### config.mk
export PLATFORM = sky130hd
export DESIGN_NAME = dlc_regs
export DESIGN_NICKNAME = d
export VERILOG_FILES = /design/src/hdl/dlc_pkg.sv /design/src/hdl/dlc_regs.sv /design/src/hdl/dlc_phase_timer.sv
export SDC_FILE = /design/constraint.sdc
export NUM_CORES = 1
export LEC_CHECK = 0
export BUFFER_PORTS_ARGS = -buffer_cell sky130_fd_sc_hd__buf_2
export CELL_PAD_IN_SITES_DETAIL_PLACEMENT = 2
export CELL_PAD_IN_SITES_GLOBAL_PLACEMENT = 2
export CORE_MARGIN = 3
export CORE_UTILIZATION = 38
export DETAILED_ROUTE_END_ITERATION = 6
export PLACE_DENSITY_LB_ADDON = 0.05
export SYNTH_ARGS = -nofsm -noshare
export SYNTH_HDL_FRONTEND = slang
export SYNTH_SLANG_ARGS = --single-unit
### constraint.sdc
create_clock -name core_clk -period 3.26 [get_ports core_clk]
set_input_delay 0.326 -clock core_clk [delete_from_list [all_inputs] [get_ports core_clk]]
set_output_delay 0.326 -clock core_clk [all_outputs]
set_load 0.1 [all_outputs]
### src/hdl/dlc_pkg.sv
/*
 * constants, field layouts and carrier structs for the deserializer link
 * configuration and clock-timing register group.
 * assumes: one 200 mhz core clock; registers reached by an 8-bit
 * address/data register port from the device's own control logic.
 */
package dlc_pkg;
    // ------------------------------------------------------------
    // register offsets
    // ------------------------------------------------------------
    localparam logic [7:0] ADR_TALLY  = 8'h25; // self-test error tally
    localparam logic [7:0] ADR_HIGH   = 8'h26; // master clock high width
    localparam logic [7:0] ADR_LOW    = 8'h27; // master clock low width
    localparam logic [7:0] ADR_DPCFG  = 8'h28; // link datapath config
    // ------------------------------------------------------------
    // reset values and field positions
    // ------------------------------------------------------------
    localparam logic [7:0] RST_TALLY  = 8'h00;
    localparam logic [7:0] RST_HIGH   = 8'h83;
    localparam logic [7:0] RST_LOW    = 8'h84;
    localparam logic [7:0] RST_DPCFG  = 8'h00; // until first remote load
    localparam int BIT_FREEZE  = 7;   // freeze_remote_loading
    localparam int BIT_NOVID   = 5;   // video disabled
    localparam int BIT_DUAL    = 4;   // dual link
    localparam int BIT_ALTAUD  = 3;   // alternate audio on general pins
    localparam int BIT_AUDOFF  = 2;   // audio output disabled
    localparam int BIT_SYNC    = 1;   // sync_bits_in_stream
    localparam int BIT_SURR    = 0;   // surround audio
    localparam logic [7:0] REMOTE_MASK = 8'h3F; // bits remote may load
    localparam logic [7:0] TALLY_MAX   = 8'hFF; // tally saturates here
    // ------------------------------------------------------------
    // timing: one width unit is 50 ns
    // ------------------------------------------------------------
    localparam int UNIT_NS     = 50;
    localparam int CLK_PER_NS  = 5;
    localparam int UNIT_CYC    = UNIT_NS / CLK_PER_NS; // 10 cycles
    // ------------------------------------------------------------
    // carriers
    // ------------------------------------------------------------
    typedef struct packed {
        logic       wr;    // write strobe
        logic       rd;    // read strobe
        logic [7:0] addr;  // register offset
        logic [7:0] wdata; // write data
    } dlc_req_s;
    typedef struct packed {
        logic       rvalid; // read answer valid, one cycle
        logic [7:0] rdata;  // read data
    } dlc_rsp_s;
    typedef struct packed {
        logic       load;  // one-cycle remote config load
        logic [5:0] cfg;   // remote config bits 5..0
    } dlc_fc_s;
    typedef enum logic [1:0] {ST_IDLE, ST_HIGH, ST_LOW} dlc_clk_e;
endpackage : dlc_pkg

### src/hdl/dlc_regs.sv
/*
 * deserializer link configuration register group with master clock
 * generator and slave data-setup hold-off.
 * assumes: register port from local control logic on core_clk; remote
 * config arrives as a one-cycle load pulse on core_clk; the i2c clock
 * pin level arrives asynchronously.
 */
`timescale 1ns/10ps
module dlc_regs (
    // clock, reset, enable
    input  wire logic             core_clk,
    input  wire logic             rst,
    input  wire logic             ce,
    // register port
    input  wire dlc_pkg::dlc_req_s req,
    output dlc_pkg::dlc_rsp_s     rsp,
    // forward-channel config load
    input  wire dlc_pkg::dlc_fc_s fc,
    // self-test
    input  wire logic             selftest_en,
    input  wire logic             selftest_err,
    // receive lock
    input  wire logic             rx_lock_mode,
    input  wire logic             link_up,
    output logic                  rx_lock,
    // local bus master clock
    input  wire logic             master_go,
    input  wire logic             master_stop,
    input  wire logic             scl_in,
    output logic                  scl_out,
    output logic                  scl_oe,
    // slave clock stretch
    input  wire logic             slave_data_set,
    output logic                  slave_release,
    // datapath controls
    output logic                  video_disabled,
    output logic                  dual_link,
    output logic                  ctrl_chan_en,
    output logic                  audio_on_pins,
    output logic                  audio_en,
    output logic                  sync_bits_in_stream,
    output logic                  surround_en
);
    // ------------------------------------------------------------
    // state
    // ------------------------------------------------------------
    typedef struct packed {
        logic [7:0]      tally;   // self-test error tally
        logic [7:0]      high_w;  // master clock high width
        logic [7:0]      low_w;   // master clock low width
        logic [7:0]      dpcfg;   // datapath config
        dlc_pkg::dlc_rsp_s rsp;
        dlc_pkg::dlc_clk_e cst;   // master clock phase
        logic [2:0]      scl_sy;  // pin synchroniser, three stages
        logic            scl_lvl; // agreed pin level
        logic            slv_wait;// slave setup window running
        logic            slv_rel;
        logic            scl_oe;
        logic            rx_lock;
        logic [6:0]      outs;    // registered decoded controls
    } dlc_st_s;
    dlc_st_s st_r, st_nxt;
    logic    tmr_start;  // start a phase or setup window
    logic [7:0] tmr_w;   // width for the timer
    logic    tmr_done;   // phase over
    // shared timer: master and slave never run together
    dlc_phase_timer #(.UNIT(dlc_pkg::UNIT_CYC)) u_tmr (
        .core_clk (core_clk),
        .rst      (rst),
        .ce       (ce),
        .start    (tmr_start),
        .width    (tmr_w),
        .done     (tmr_done)
    );
    // ------------------------------------------------------------
    // next state
    // ------------------------------------------------------------
    // priorities inside one cycle: a local write lands first, a remote
    // load then replaces bits 5..0 unless the freeze bit (after the
    // write) is set; reads see the registered state, so a read and a
    // write to one offset in one cycle return the old value
    always_comb begin
        logic [7:0] keep;
        keep      = 8'h00;
        st_nxt    = st_r;
        tmr_start = 1'b0;
        tmr_w     = st_r.high_w;
        st_nxt.rsp.rvalid = 1'b0;
        // pin sync: change counted when stages two and three agree
        st_nxt.scl_sy = {st_r.scl_sy[1:0], scl_in};
        if (st_r.scl_sy[2] == st_r.scl_sy[1]) begin
            st_nxt.scl_lvl = st_r.scl_sy[2];
        end
        // tally counts only with self-test on, saturating
        if (selftest_en && selftest_err && st_r.tally != dlc_pkg::TALLY_MAX)
        begin
            st_nxt.tally = st_r.tally + 8'h01;
        end
        // register writes; tally write ignored
        if (req.wr) begin
            case (req.addr)
                dlc_pkg::ADR_HIGH:  st_nxt.high_w = req.wdata;
                dlc_pkg::ADR_LOW:   st_nxt.low_w  = req.wdata;
                dlc_pkg::ADR_DPCFG: st_nxt.dpcfg  = req.wdata;
                default: ;          // tally and unmapped: no effect
            endcase
        end
        // remote load after local write so it wins unless frozen
        if (fc.load && !st_nxt.dpcfg[dlc_pkg::BIT_FREEZE]) begin
            keep = st_nxt.dpcfg & ~dlc_pkg::REMOTE_MASK;
            st_nxt.dpcfg = keep | ({2'b00, fc.cfg} & dlc_pkg::REMOTE_MASK);
        end
        // register reads, answer one cycle later
        if (req.rd) begin
            st_nxt.rsp.rvalid = 1'b1;
            case (req.addr)
                dlc_pkg::ADR_TALLY: st_nxt.rsp.rdata = st_r.tally;
                dlc_pkg::ADR_HIGH:  st_nxt.rsp.rdata = st_r.high_w;
                dlc_pkg::ADR_LOW:   st_nxt.rsp.rdata = st_r.low_w;
                dlc_pkg::ADR_DPCFG: st_nxt.rsp.rdata = st_r.dpcfg;
                default:            st_nxt.rsp.rdata = 8'h00;
            endcase
        end
        // master clock: drive low means oe high
        case (st_r.cst)
            dlc_pkg::ST_IDLE: begin
                st_nxt.scl_oe = 1'b0;
                if (master_go) begin
                    st_nxt.cst = dlc_pkg::ST_HIGH;
                    tmr_start  = 1'b1;
                    tmr_w      = st_r.high_w;
                end else if (slave_data_set && !st_r.slv_wait) begin
                    // data placed; hold clock low for setup time
                    st_nxt.slv_wait = 1'b1;
                    st_nxt.slv_rel  = 1'b0;
                    tmr_start       = 1'b1;
                    tmr_w           = st_r.low_w;
                end else if (st_r.slv_wait && tmr_done) begin
                    st_nxt.slv_wait = 1'b0;
                    st_nxt.slv_rel  = 1'b1;
                end else begin
                    st_nxt.slv_rel  = 1'b0;
                end
            end
            dlc_pkg::ST_HIGH: begin
                st_nxt.scl_oe = 1'b0;
                // high phase counted only once pin really high
                if (!st_r.scl_lvl) begin
                    tmr_start = 1'b1;
                    tmr_w     = st_r.high_w;
                end else if (tmr_done) begin
                    st_nxt.cst    = dlc_pkg::ST_LOW;
                    st_nxt.scl_oe = 1'b1;
                    tmr_start     = 1'b1;
                    tmr_w         = st_r.low_w;
                end
            end
            dlc_pkg::ST_LOW: begin
                // stop is looked at only as a low phase ends, so the
                // clock line is always left released
                st_nxt.scl_oe = 1'b1;
                if (tmr_done) begin
                    st_nxt.scl_oe = 1'b0;
                    st_nxt.cst    = master_stop ? dlc_pkg::ST_IDLE
                                                : dlc_pkg::ST_HIGH;
                    tmr_start     = !master_stop;
                    tmr_w         = st_r.high_w;
                end
            end
            default: st_nxt.cst = dlc_pkg::ST_IDLE;
        endcase
        // lock: mode 0 needs active video; it reads the register, not
        // the decoded flag, and follows a remote load in the same cycle as that flag
        st_nxt.rx_lock = link_up &&
            (rx_lock_mode || !st_r.dpcfg[dlc_pkg::BIT_NOVID]);
        // decoded controls trail the register by one cycle; kept in
        // flops so that every output leaves a register
        st_nxt.outs[6] = st_r.dpcfg[dlc_pkg::BIT_NOVID];
        st_nxt.outs[5] = st_r.dpcfg[dlc_pkg::BIT_DUAL];
        st_nxt.outs[4] = 1'b1; // control channel never gated by video
        st_nxt.outs[3] = st_r.dpcfg[dlc_pkg::BIT_ALTAUD];
        st_nxt.outs[2] = !st_r.dpcfg[dlc_pkg::BIT_AUDOFF];
        st_nxt.outs[1] = st_r.dpcfg[dlc_pkg::BIT_SYNC];
        st_nxt.outs[0] = st_r.dpcfg[dlc_pkg::BIT_SURR] &&
                         !st_r.dpcfg[dlc_pkg::BIT_AUDOFF];
    end
    // ------------------------------------------------------------
    // register stage, frozen while ce low
    // ------------------------------------------------------------
    // synchroniser and agreed level start high, the pulled-up idle
    // level of the clock line, so no false edge follows reset
    always_ff @(posedge core_clk or posedge rst) begin
        if (rst) begin
            st_r        <= '0;
            st_r.tally  <= dlc_pkg::RST_TALLY;
            st_r.high_w <= dlc_pkg::RST_HIGH;
            st_r.low_w  <= dlc_pkg::RST_LOW;
            st_r.dpcfg  <= dlc_pkg::RST_DPCFG;
            st_r.cst    <= dlc_pkg::ST_IDLE;
            st_r.scl_lvl <= 1'b1;
            st_r.scl_sy <= 3'h7;
        end else if (ce) begin
            st_r <= st_nxt;
        end
    end
    // ------------------------------------------------------------
    // outputs, all from flops
    // ------------------------------------------------------------
    assign rsp                 = st_r.rsp;
    assign rx_lock             = st_r.rx_lock;
    assign scl_out             = 1'b0 & st_r.scl_oe; // open drain: low only
    // open drain: the data level is tied low, only the enable moves
    assign scl_oe              = st_r.scl_oe;
    assign slave_release       = st_r.slv_rel;
    assign video_disabled      = st_r.outs[6];
    assign dual_link           = st_r.outs[5];
    assign ctrl_chan_en        = st_r.outs[4];
    assign audio_on_pins       = st_r.outs[3];
    assign audio_en            = st_r.outs[2];
    assign sync_bits_in_stream = st_r.outs[1];
    assign surround_en         = st_r.outs[0];
endmodule : dlc_regs

### src/hdl/dlc_phase_timer.sv
/*
 * phase timer: counts a programmed number of 50 ns units, then pulses done.
 * assumes: same clock as its user; width sampled at start.
 */
`timescale 1ns/10ps
module dlc_phase_timer #(
    parameter int UNIT = dlc_pkg::UNIT_CYC
) (
    // clock and reset
    input  wire logic       core_clk,
    input  wire logic       rst,
    input  wire logic       ce,
    // control
    input  wire logic       start,
    input  wire logic [7:0] width,
    // status
    output logic            done
);
    // elaboration check: one unit must fit the 16-bit sub counter
    if (UNIT < 1 || UNIT > 65536) begin : g_unit_bad
        $error("dlc_phase_timer: UNIT must be 1 to 65536");
    end
    // all state in one struct
    typedef struct packed {
        logic [7:0]  units;  // remaining units
        logic [15:0] sub;    // cycles left in current unit
        logic        busy;
        logic        done;
    } dlc_tmr_s;
    dlc_tmr_s st_r, st_nxt;
    // ------------------------------------------------------------
    // next state
    // ------------------------------------------------------------
    always_comb begin
        st_nxt      = st_r;
        st_nxt.done = 1'b0;
        if (start) begin
            // zero width still gives one unit, never a stuck phase
            st_nxt.units = (width == 8'h00) ? 8'h01 : width;
            st_nxt.sub   = 16'(UNIT - 1);
            st_nxt.busy  = 1'b1;
        end else if (st_r.busy) begin
            if (st_r.sub != 16'h0000) begin
                st_nxt.sub = st_r.sub - 16'h0001;
            end else if (st_r.units == 8'h01) begin
                st_nxt.busy = 1'b0;
                st_nxt.done = 1'b1;
            end else begin
                st_nxt.units = st_r.units - 8'h01;
                st_nxt.sub   = 16'(UNIT - 1);
            end
        end
    end
    // register, frozen while ce low
    always_ff @(posedge core_clk or posedge rst) begin
        if (rst) begin
            st_r <= '0;
        end else if (ce) begin
            st_r <= st_nxt;
        end
    end
    assign done = st_r.done;
endmodule : dlc_phase_timer

==> summary by stage, run 1 <==
Status
The run finished, with violations left. The final reports fail on negative hold slack.

Clock tree
Clock tree synthesis inserted a total of 9 buffers. The number of buffers between clock root and the deepest sink is 2. The count of instances resized after the clock tree is built is 0.

The tree is rooted in a sky130_fd_sc_hd__clkbuf_16. The post-CTS clock slew at the launch and capture registers of the worst setup and hold paths is ~60 ps. The tree built by TritonCTS fans out to between 80 and 90 sinks. The number of H-tree levels is 3. Once the clock tree was built, the setup fixing pass inserted 0 buffers. The TritonCTS clock tree is done. The insertion delay of the later-clocked pin in the worst-skew pair is about 350 ps. Buffers inserted to repair hold after CTS numbered 0.

GRT
The largest net degree at the start of global routing is 58. The via count of the first global-routing pass is a little under 4000. The global-route congestion overflow total is 0. For this run, the total global-route usage over all layers was measured as 0.211. The first global-routing pass estimated between 20000 and 25000 um of wire. The number of antenna violations at the first check in global routing is 0.

Synthesis
Of all flip-flops after synthesis, the portion carrying an async set or reset was 1.00. A synthesized cell averages roughly 11 um^2. Yosys mapped a number of flops with a built-in enable equal to 0. The primary flip-flop cell chosen by synthesis mapping is sky130_fd_sc_hd__dfrtp_1. Of the post-synthesis cell area, the dominant cell type holds 0.424. Yosys mapped the design onto 60 distinct sky130hd cell types. The mapped netlist covers 4430 um^2. The share of the yosys chip area belonging to registers is 0.477. Of all cell types, the one taking the most synthesized area is sky130_fd_sc_hd__dfrtp_1. The number of nets handed over by synthesis was 464.

During synthesis, Yosys emitted a total of 0 warnings. In the post-synthesis netlist, the biggest area contributors are sky130_fd_sc_hd__dfrtp_1, sky130_fd_sc_hd__mux2_2, sky130_fd_sc_hd__dfstp_2, sky130_fd_sc_hd__xnor2_1, sky130_fd_sc_hd__nand2_1. The flip-flop and latch count after synthesis is 84. Synthesis produced a netlist whose cell count is 420.

Detailed routing
The via density per instance is about 5.8. The first-pass iteration count of the detailed router is 5. The wire length per cell is roughly 21 um. After detailed routing, the number of remaining DRC violations is 0. The detailed-route via count is ~3500. The count of routing violations after the opening detailed-route iteration is around 180. The detail route stage leaves a number of antenna-violating nets equal to 0. The total wire length is 12700 um.

Final layout
The number of inserted filler cells in the final layout is 1177. The share of final-layout standard cells stronger than drive strength 1 is 0.275. The area added between synthesis and finish is 14.4%. The area of the multi-input gates is 2080 um^2. The sequential cells in the finished layout cover a total of 2110 um^2. The net total in the final layout is just over 500.

The number of antenna diodes in the final layout is 0. The most common cell after layout, fill and taps aside is sky130_fd_sc_hd__dfrtp_1. The top cell types in the final layout, fill and taps aside, are sky130_fd_sc_hd__dfrtp_1, sky130_fd_sc_hd__buf_2, sky130_fd_sc_hd__nand2_1, sky130_fd_sc_hd__mux2_2, sky130_fd_sc_hd__nor2_1.

Min path
The worst min-delay path class is input port to async pin.

STA
At the pin with the least slew margin, the transition time is just over 800 ps. The worst clock skew is slightly above 8 ps. Setup repair after global routing left no endpoint under its margin. For this run, the top clock speed supported by timing is around 0.36 GHz. The count of final setup violators is 0.

The final max-slew violation count is 0. After routing, the total negative slack on setup checks comes to 0 ps. The worst max-slew margin expressed relative to the limit is 0.451. The worst hold slack after final layout is -7.04 ps. The post-route fraction of the period consumed by the critical path is 0.856. The count of endpoints failing hold in the final timing report is 13. The shortest period the worst path allows is ~2800 ps.

Worst setup path
STA classifies the critical path endpoint as a flip-flop. In this run the worst path has a maximum fanout of 24. The startpoint identified for the worst register-to-register timing path is u_tmr.st_r[8].

By startpoint and endpoint, the worst setup path is classified as flip-flop to flip-flop. At the worst endpoint, the required time is about 3500 ps. The most critical setup path has its startpoint at u_tmr.st_r[8]. The arrival time of the worst setup path is approximately 3000 ps.

The type of origin of the critical path is a flip-flop.

Floorplan
The effective utilization at floorplan is 0.398. The core area is ~11000 um^2. 56 I/O pins were placed. The area enclosed by the die boundary is about 13000 um^2. The die is 114 um wide. The placement row count is 38. The chip height is 114 um.

Power and ir drop
IR analysis of the VDD net gives a maximum drop of ~0.33 mV. The total leakage power is 2.39 nW. The completed layout was analyzed and its total power is 3.91 mW. For this design the ratio of total power to cell area is approximately 770 nW/um^2.

Placement
The placed wire-length estimate after detailed placement is just over 9000 um. The count of input and output buffers is 54. Routability-driven placement finished with a final weighted congestion of 0.787.

Flow run
The number of max-capacitance violations reported is 0.
[layout make-up]
cell class,instances,area share
sequential,84,0.417
inverter,17,0.0128
clock buffer,11,0.0479
multi-input combinational,289,0.410
timing repair buffer,59,0.0632
tap,140,0.0346
clock inverter,5,0.0148
[worst paths after layout]
check / slack (ps) / endpoint / depth (start not counted)
max: 470 / u_tmr.st_r[21] / 6
min: -7 / dual_link / 2
max reg2reg: 470 / u_tmr.st_r[21] / 6
min reg2reg: 480 / rsp[4] / 1
max in group asynchronous: 2550 / st_r[41] / 3
min in group core_clk: 210 / st_nxt[13] / 2
[metal layers]
metal	share of wire	GRT usage
met5	0	0
met4	0.026	0.0934
met3	0.025	0.0340
met2	0.51	0.360
met1	0.44	0.262
[worst max-delay path: stages (launching register included)]
cell                      delay [ps]
sky130_fd_sc_hd__dfrtp_1         420
sky130_fd_sc_hd__or4_1           660
sky130_fd_sc_hd__or3_4           430
sky130_fd_sc_hd__nor4b_4         400
sky130_fd_sc_hd__o21a_4          370
sky130_fd_sc_hd__o21ai_0         150
sky130_fd_sc_hd__a22o_1          240
[synth_stat cells (all sizes together), types with 8 or more instances]
cell and n:
a22o 11, a222oi 8, a21oi 19, nor2 25
dfstp 9, inv 17, ha 8, buf 17
xnor2 18, and3 9, nand2 35, o21ai 19
dfrtp 75, a21o 11, mux2 32, clkbuf 13
[flip-flops by register name, summed over array words and instances (netlist names), 6 cells and up, named ones only]
register / flops
st_r: 32
u_tmr.st_r: 25
rsp: 9
st_nxt: 6
[kinds of logic after synthesis]
kind of cell,synth area share
AND/OR/NAND/NOR,0.143
AO/OA/AOI/OAI,0.181
flip-flops,0.477
buffers and inverters,0.0542
multiplexers,0.0836
XOR/XNOR,0.0376
adder cells (fa/ha/maj),0.0226
other,0.000847
[power breakdown]
group / internal (mW) / leakage, nW / switching (mW) / total, mW
Combinational: 0.512 / 1.15 / 0.840 / 1.35
Sequential: 1.24 / 1.08 / 0.200 / 1.44
Clock: 0.688 / 0.159 / 0.428 / 1.12
Total: 2.44 / 2.39 / 1.47 / 3.91
[through the flow]
| stage | hold WS, ps | setup slack, ps | instance area [um^2] | instances | util |
|---|---|---|---|---|---|
| final | -7.04 | 470 | 5070 | 605 | 0.455 |
| after global routing | 19.1 | 326 | 5070 | 605 | 0.455 |
| after CTS | 6.17 | 456 | 5070 | 605 | 0.455 |
| after detailed placement | 382 | 474 | 4750 | 589 | 0.427 |
| after global placement | 370 | 586 | 4750 | 589 | 0.427 |
| after floorplan | 451 | 784 | 4430 | 420 | - |
(Power assumes the default switching activity.)
==> run 2, diff against run 1 <==
- CORE_ASPECT_RATIO: not set -> 0.5
- REMOVE_ABC_BUFFERS: not set -> 1
==> summary by stage, run 2 (synthesis gave the netlist of run 1 again) <==
STA
Hold is met by between 80 and 90 ps. The worst clock skew is ~9.4 ps. The shortest period the worst path allows is 2830 ps. The measured slew at the worst slew-check pin is ~770 ps.

Setup repair after global routing left no endpoint under its margin. Setup violations remaining at the end of the flow were counted as 0. Of the available clock period, the critical path in the final layout requires 0.867. Headroom to the max-slew limit came out at 0.489. Timing would allow up to 0.354 GHz. The count of endpoints failing hold in the final timing report is 0. The final max-slew violation count is 0.

For the final routed database, the setup TNS stands at 0 ps.

Detailed routing
The first detailed-routing pass ran for 7 iterations. The detailed-route via count is ~3500. The number of antenna-violating nets in the routed design is 0.

The DRC violation count after routing is 0. Using the TritonRoute via totals, the vias-per-cell ratio works out to 5.55. The first routing iteration left 201 violations. The wire length per cell is 20.8 um. The total wire length is 13000 um.

Flow run
The number of max-capacitance violations reported is 0.

GRT
The total overflow left after global routing is 0. The first global-routing pass estimated 21500 um of wire. The via count of the first global-routing pass is roughly 4000. The global-route usage over all layers is 0.216. The number of antenna violations at the first check in global routing is 0. The largest net degree at the start of global routing is 43.

Power and ir drop
The share of total power dissipated in sequential elements is 0.380. For this design the ratio of total power to cell area is between 700 and 800 nW/um^2. The internal power of the cells is between 2 and 2.5 mW. Of the total power, the clock network draws 0.260.

Summed over all nets, the switching power comes to 1.49 mW. The total leakage power is between 2 and 2.5 nW. The share of total power consumed by net switching is 0.394. VDD sags by at most 0.275 mV.

Of the total power, combinational logic draws 0.360. The design draws approximately 3.8 mW.

Floorplan
The floorplan step set the die height to between 80 and 90 um. The overall die width is about 160 um. For this configuration, the core starts out at a cell density of 0.396. The floorplan step defined a core boundary enclosing 11200 um^2. The floorplan step defined a die boundary enclosing between 10000 and 15000 um^2.

During I/O placement, the number of pins put on the boundary was 56. The initialized floorplan defines 27 standard-cell rows.

Placement
The final estimated routing congestion in global placement is around 0.8. Buffers placed on the I/O ports in this run total 54. The placed wire-length estimate after detailed placement is 9640 um.

Worst setup path
The endpoint kind of the worst setup timing path is a flip-flop. The required time of the critical path is between 3000 and 4000 ps. The maximum fanout count along the critical path is 24. For the worst setup path, the data arrival time is roughly 3100 ps. STA classifies the critical path startpoint as a flip-flop. The critical path in this run is classified as flip-flop to flip-flop.

Final layout
The number of inserted filler cells in the final layout is 1190. The register with the most flip-flops in the final layout is st_r. The register with the most flip-flops in the layout has 32 of them.

Leaving out fill and tap cells, the most frequent cell in the layout is sky130_fd_sc_hd__dfrtp_1. The net total in the final layout is roughly 500. The number of antenna cells inserted is 0.

Of the cells placed in the final design, the portion with a size suffix greater than 1 is 0.281. The library cells used most frequently in the layout, excluding fill and tap cells, are sky130_fd_sc_hd__dfrtp_1, sky130_fd_sc_hd__buf_2, sky130_fd_sc_hd__nand2_1, sky130_fd_sc_hd__mux2_2, sky130_fd_sc_hd__nor2_1. The area added between synthesis and finish is 14.3%.

Clock tree
The H-tree generated during clock tree synthesis spans 3 levels. The count of instances resized after the clock tree is built is 0. The number of buffers added by the clock tree synthesis step is 9. The number of buffers between clock root and the deepest sink is 2. The number of setup buffers added after CTS is 0. The clock sink count is 84. TritonCTS built the clock tree. The number of buffers inserted by hold repair at cts is 0. Clock-pin slew was measured on the worst setup and hold paths at 70 ps.

The insertion delay of the later-clocked pin in the worst-skew pair is 340 ps. The tree is rooted in a sky130_fd_sc_hd__clkbuf_16.

Status
The flow ran to the end, and the final reports show no timing, DRC or antenna violations.

Min path
The worst min-delay path class is input port to async pin.
==> run 2: cell types whose count changed in the layout (fill, tap and decap cells not counted) <==
cell,before,now
sky130_fd_sc_hd__buf_12,1,0
sky130_fd_sc_hd__buf_4,4,7
sky130_fd_sc_hd__bufinv_16,2,0
sky130_fd_sc_hd__clkbuf_1,1,0
sky130_fd_sc_hd__clkinv_2,4,2
sky130_fd_sc_hd__clkinv_4,0,1
sky130_fd_sc_hd__clkinvlp_4,0,2
sky130_fd_sc_hd__inv_6,0,2
==> run 2: layout make-up <==
type,count,area [um^2],share of cell area
Sequential cell,84,2110,0.418
Multi-Input combinational cell,289,2080,0.410
Timing Repair Buffer,61,323,0.0638
Clock buffer,10,239,0.0472
Tap cell,159,199,0.0393
Inverter,17,65.1,0.0129
Clock inverter,6,46.3,0.00915
==> run 2: layer usage <==
metal | track usage | vias to the layer above | share of wire
li1 | - | 1614 | -
met1 | 0.278 | 1789 | 0.47
met2 | 0.377 | 58 | 0.49
met3 | 0.0495 | 12 | 0.033
met4 | 0.0498 | 0 | 0.0096
met5 | 0 | - | 0
==> run 2: path summary, 6_finish.rpt <==
path	startpoint	to	slack, ps	cells past startpoint
setup / recovery	u_tmr.st_r[8]	u_tmr.st_r[23]	430	6
hold reg to reg	rsp[6]	rsp[6]	480	1
setup reg to reg	u_tmr.st_r[8]	u_tmr.st_r[23]	430	6
min in group core_clk	scl_in	st_nxt[13]	220	2
max in group asynchronous	rst	st_r[41]	2340	3
hold / removal	rst	st_r[26]	90	2
==> run 2: critical path, stage by stage, from the launching register on <==
cell	delay (ps)
sky130_fd_sc_hd__dfrtp_1	420
sky130_fd_sc_hd__or4_1	670
sky130_fd_sc_hd__or3_4	440
sky130_fd_sc_hd__nor4b_4	420
sky130_fd_sc_hd__o21a_4	370
sky130_fd_sc_hd__o21ai_0	190
sky130_fd_sc_hd__a22o_1	200
==> run 2: power by group through the flow <==
stage                     combinational [mW]  clock (mW)  sequential (mW)
final                                   1.36       0.987             1.44
after global routing                    1.50        1.07             1.47
after CTS                               1.37        1.01             1.44
after detailed placement                1.35           0             1.45
after global placement                  1.29           0             1.43
after floorplan                        0.894           0             1.49
==> run 2: per-stage QoR <==
stage / area, um^2 / util / setup WS [ps] / instances
CTS: 5060 / 0.453 / 418 / 626
finish: 5060 / 0.453 / 432 / 626
floorplan: 4250 / - / 774 / 390
global placement: 4780 / 0.427 / 557 / 610
detailed placement: 4780 / 0.427 / 441 / 610
global route: 5060 / 0.453 / 296 / 626
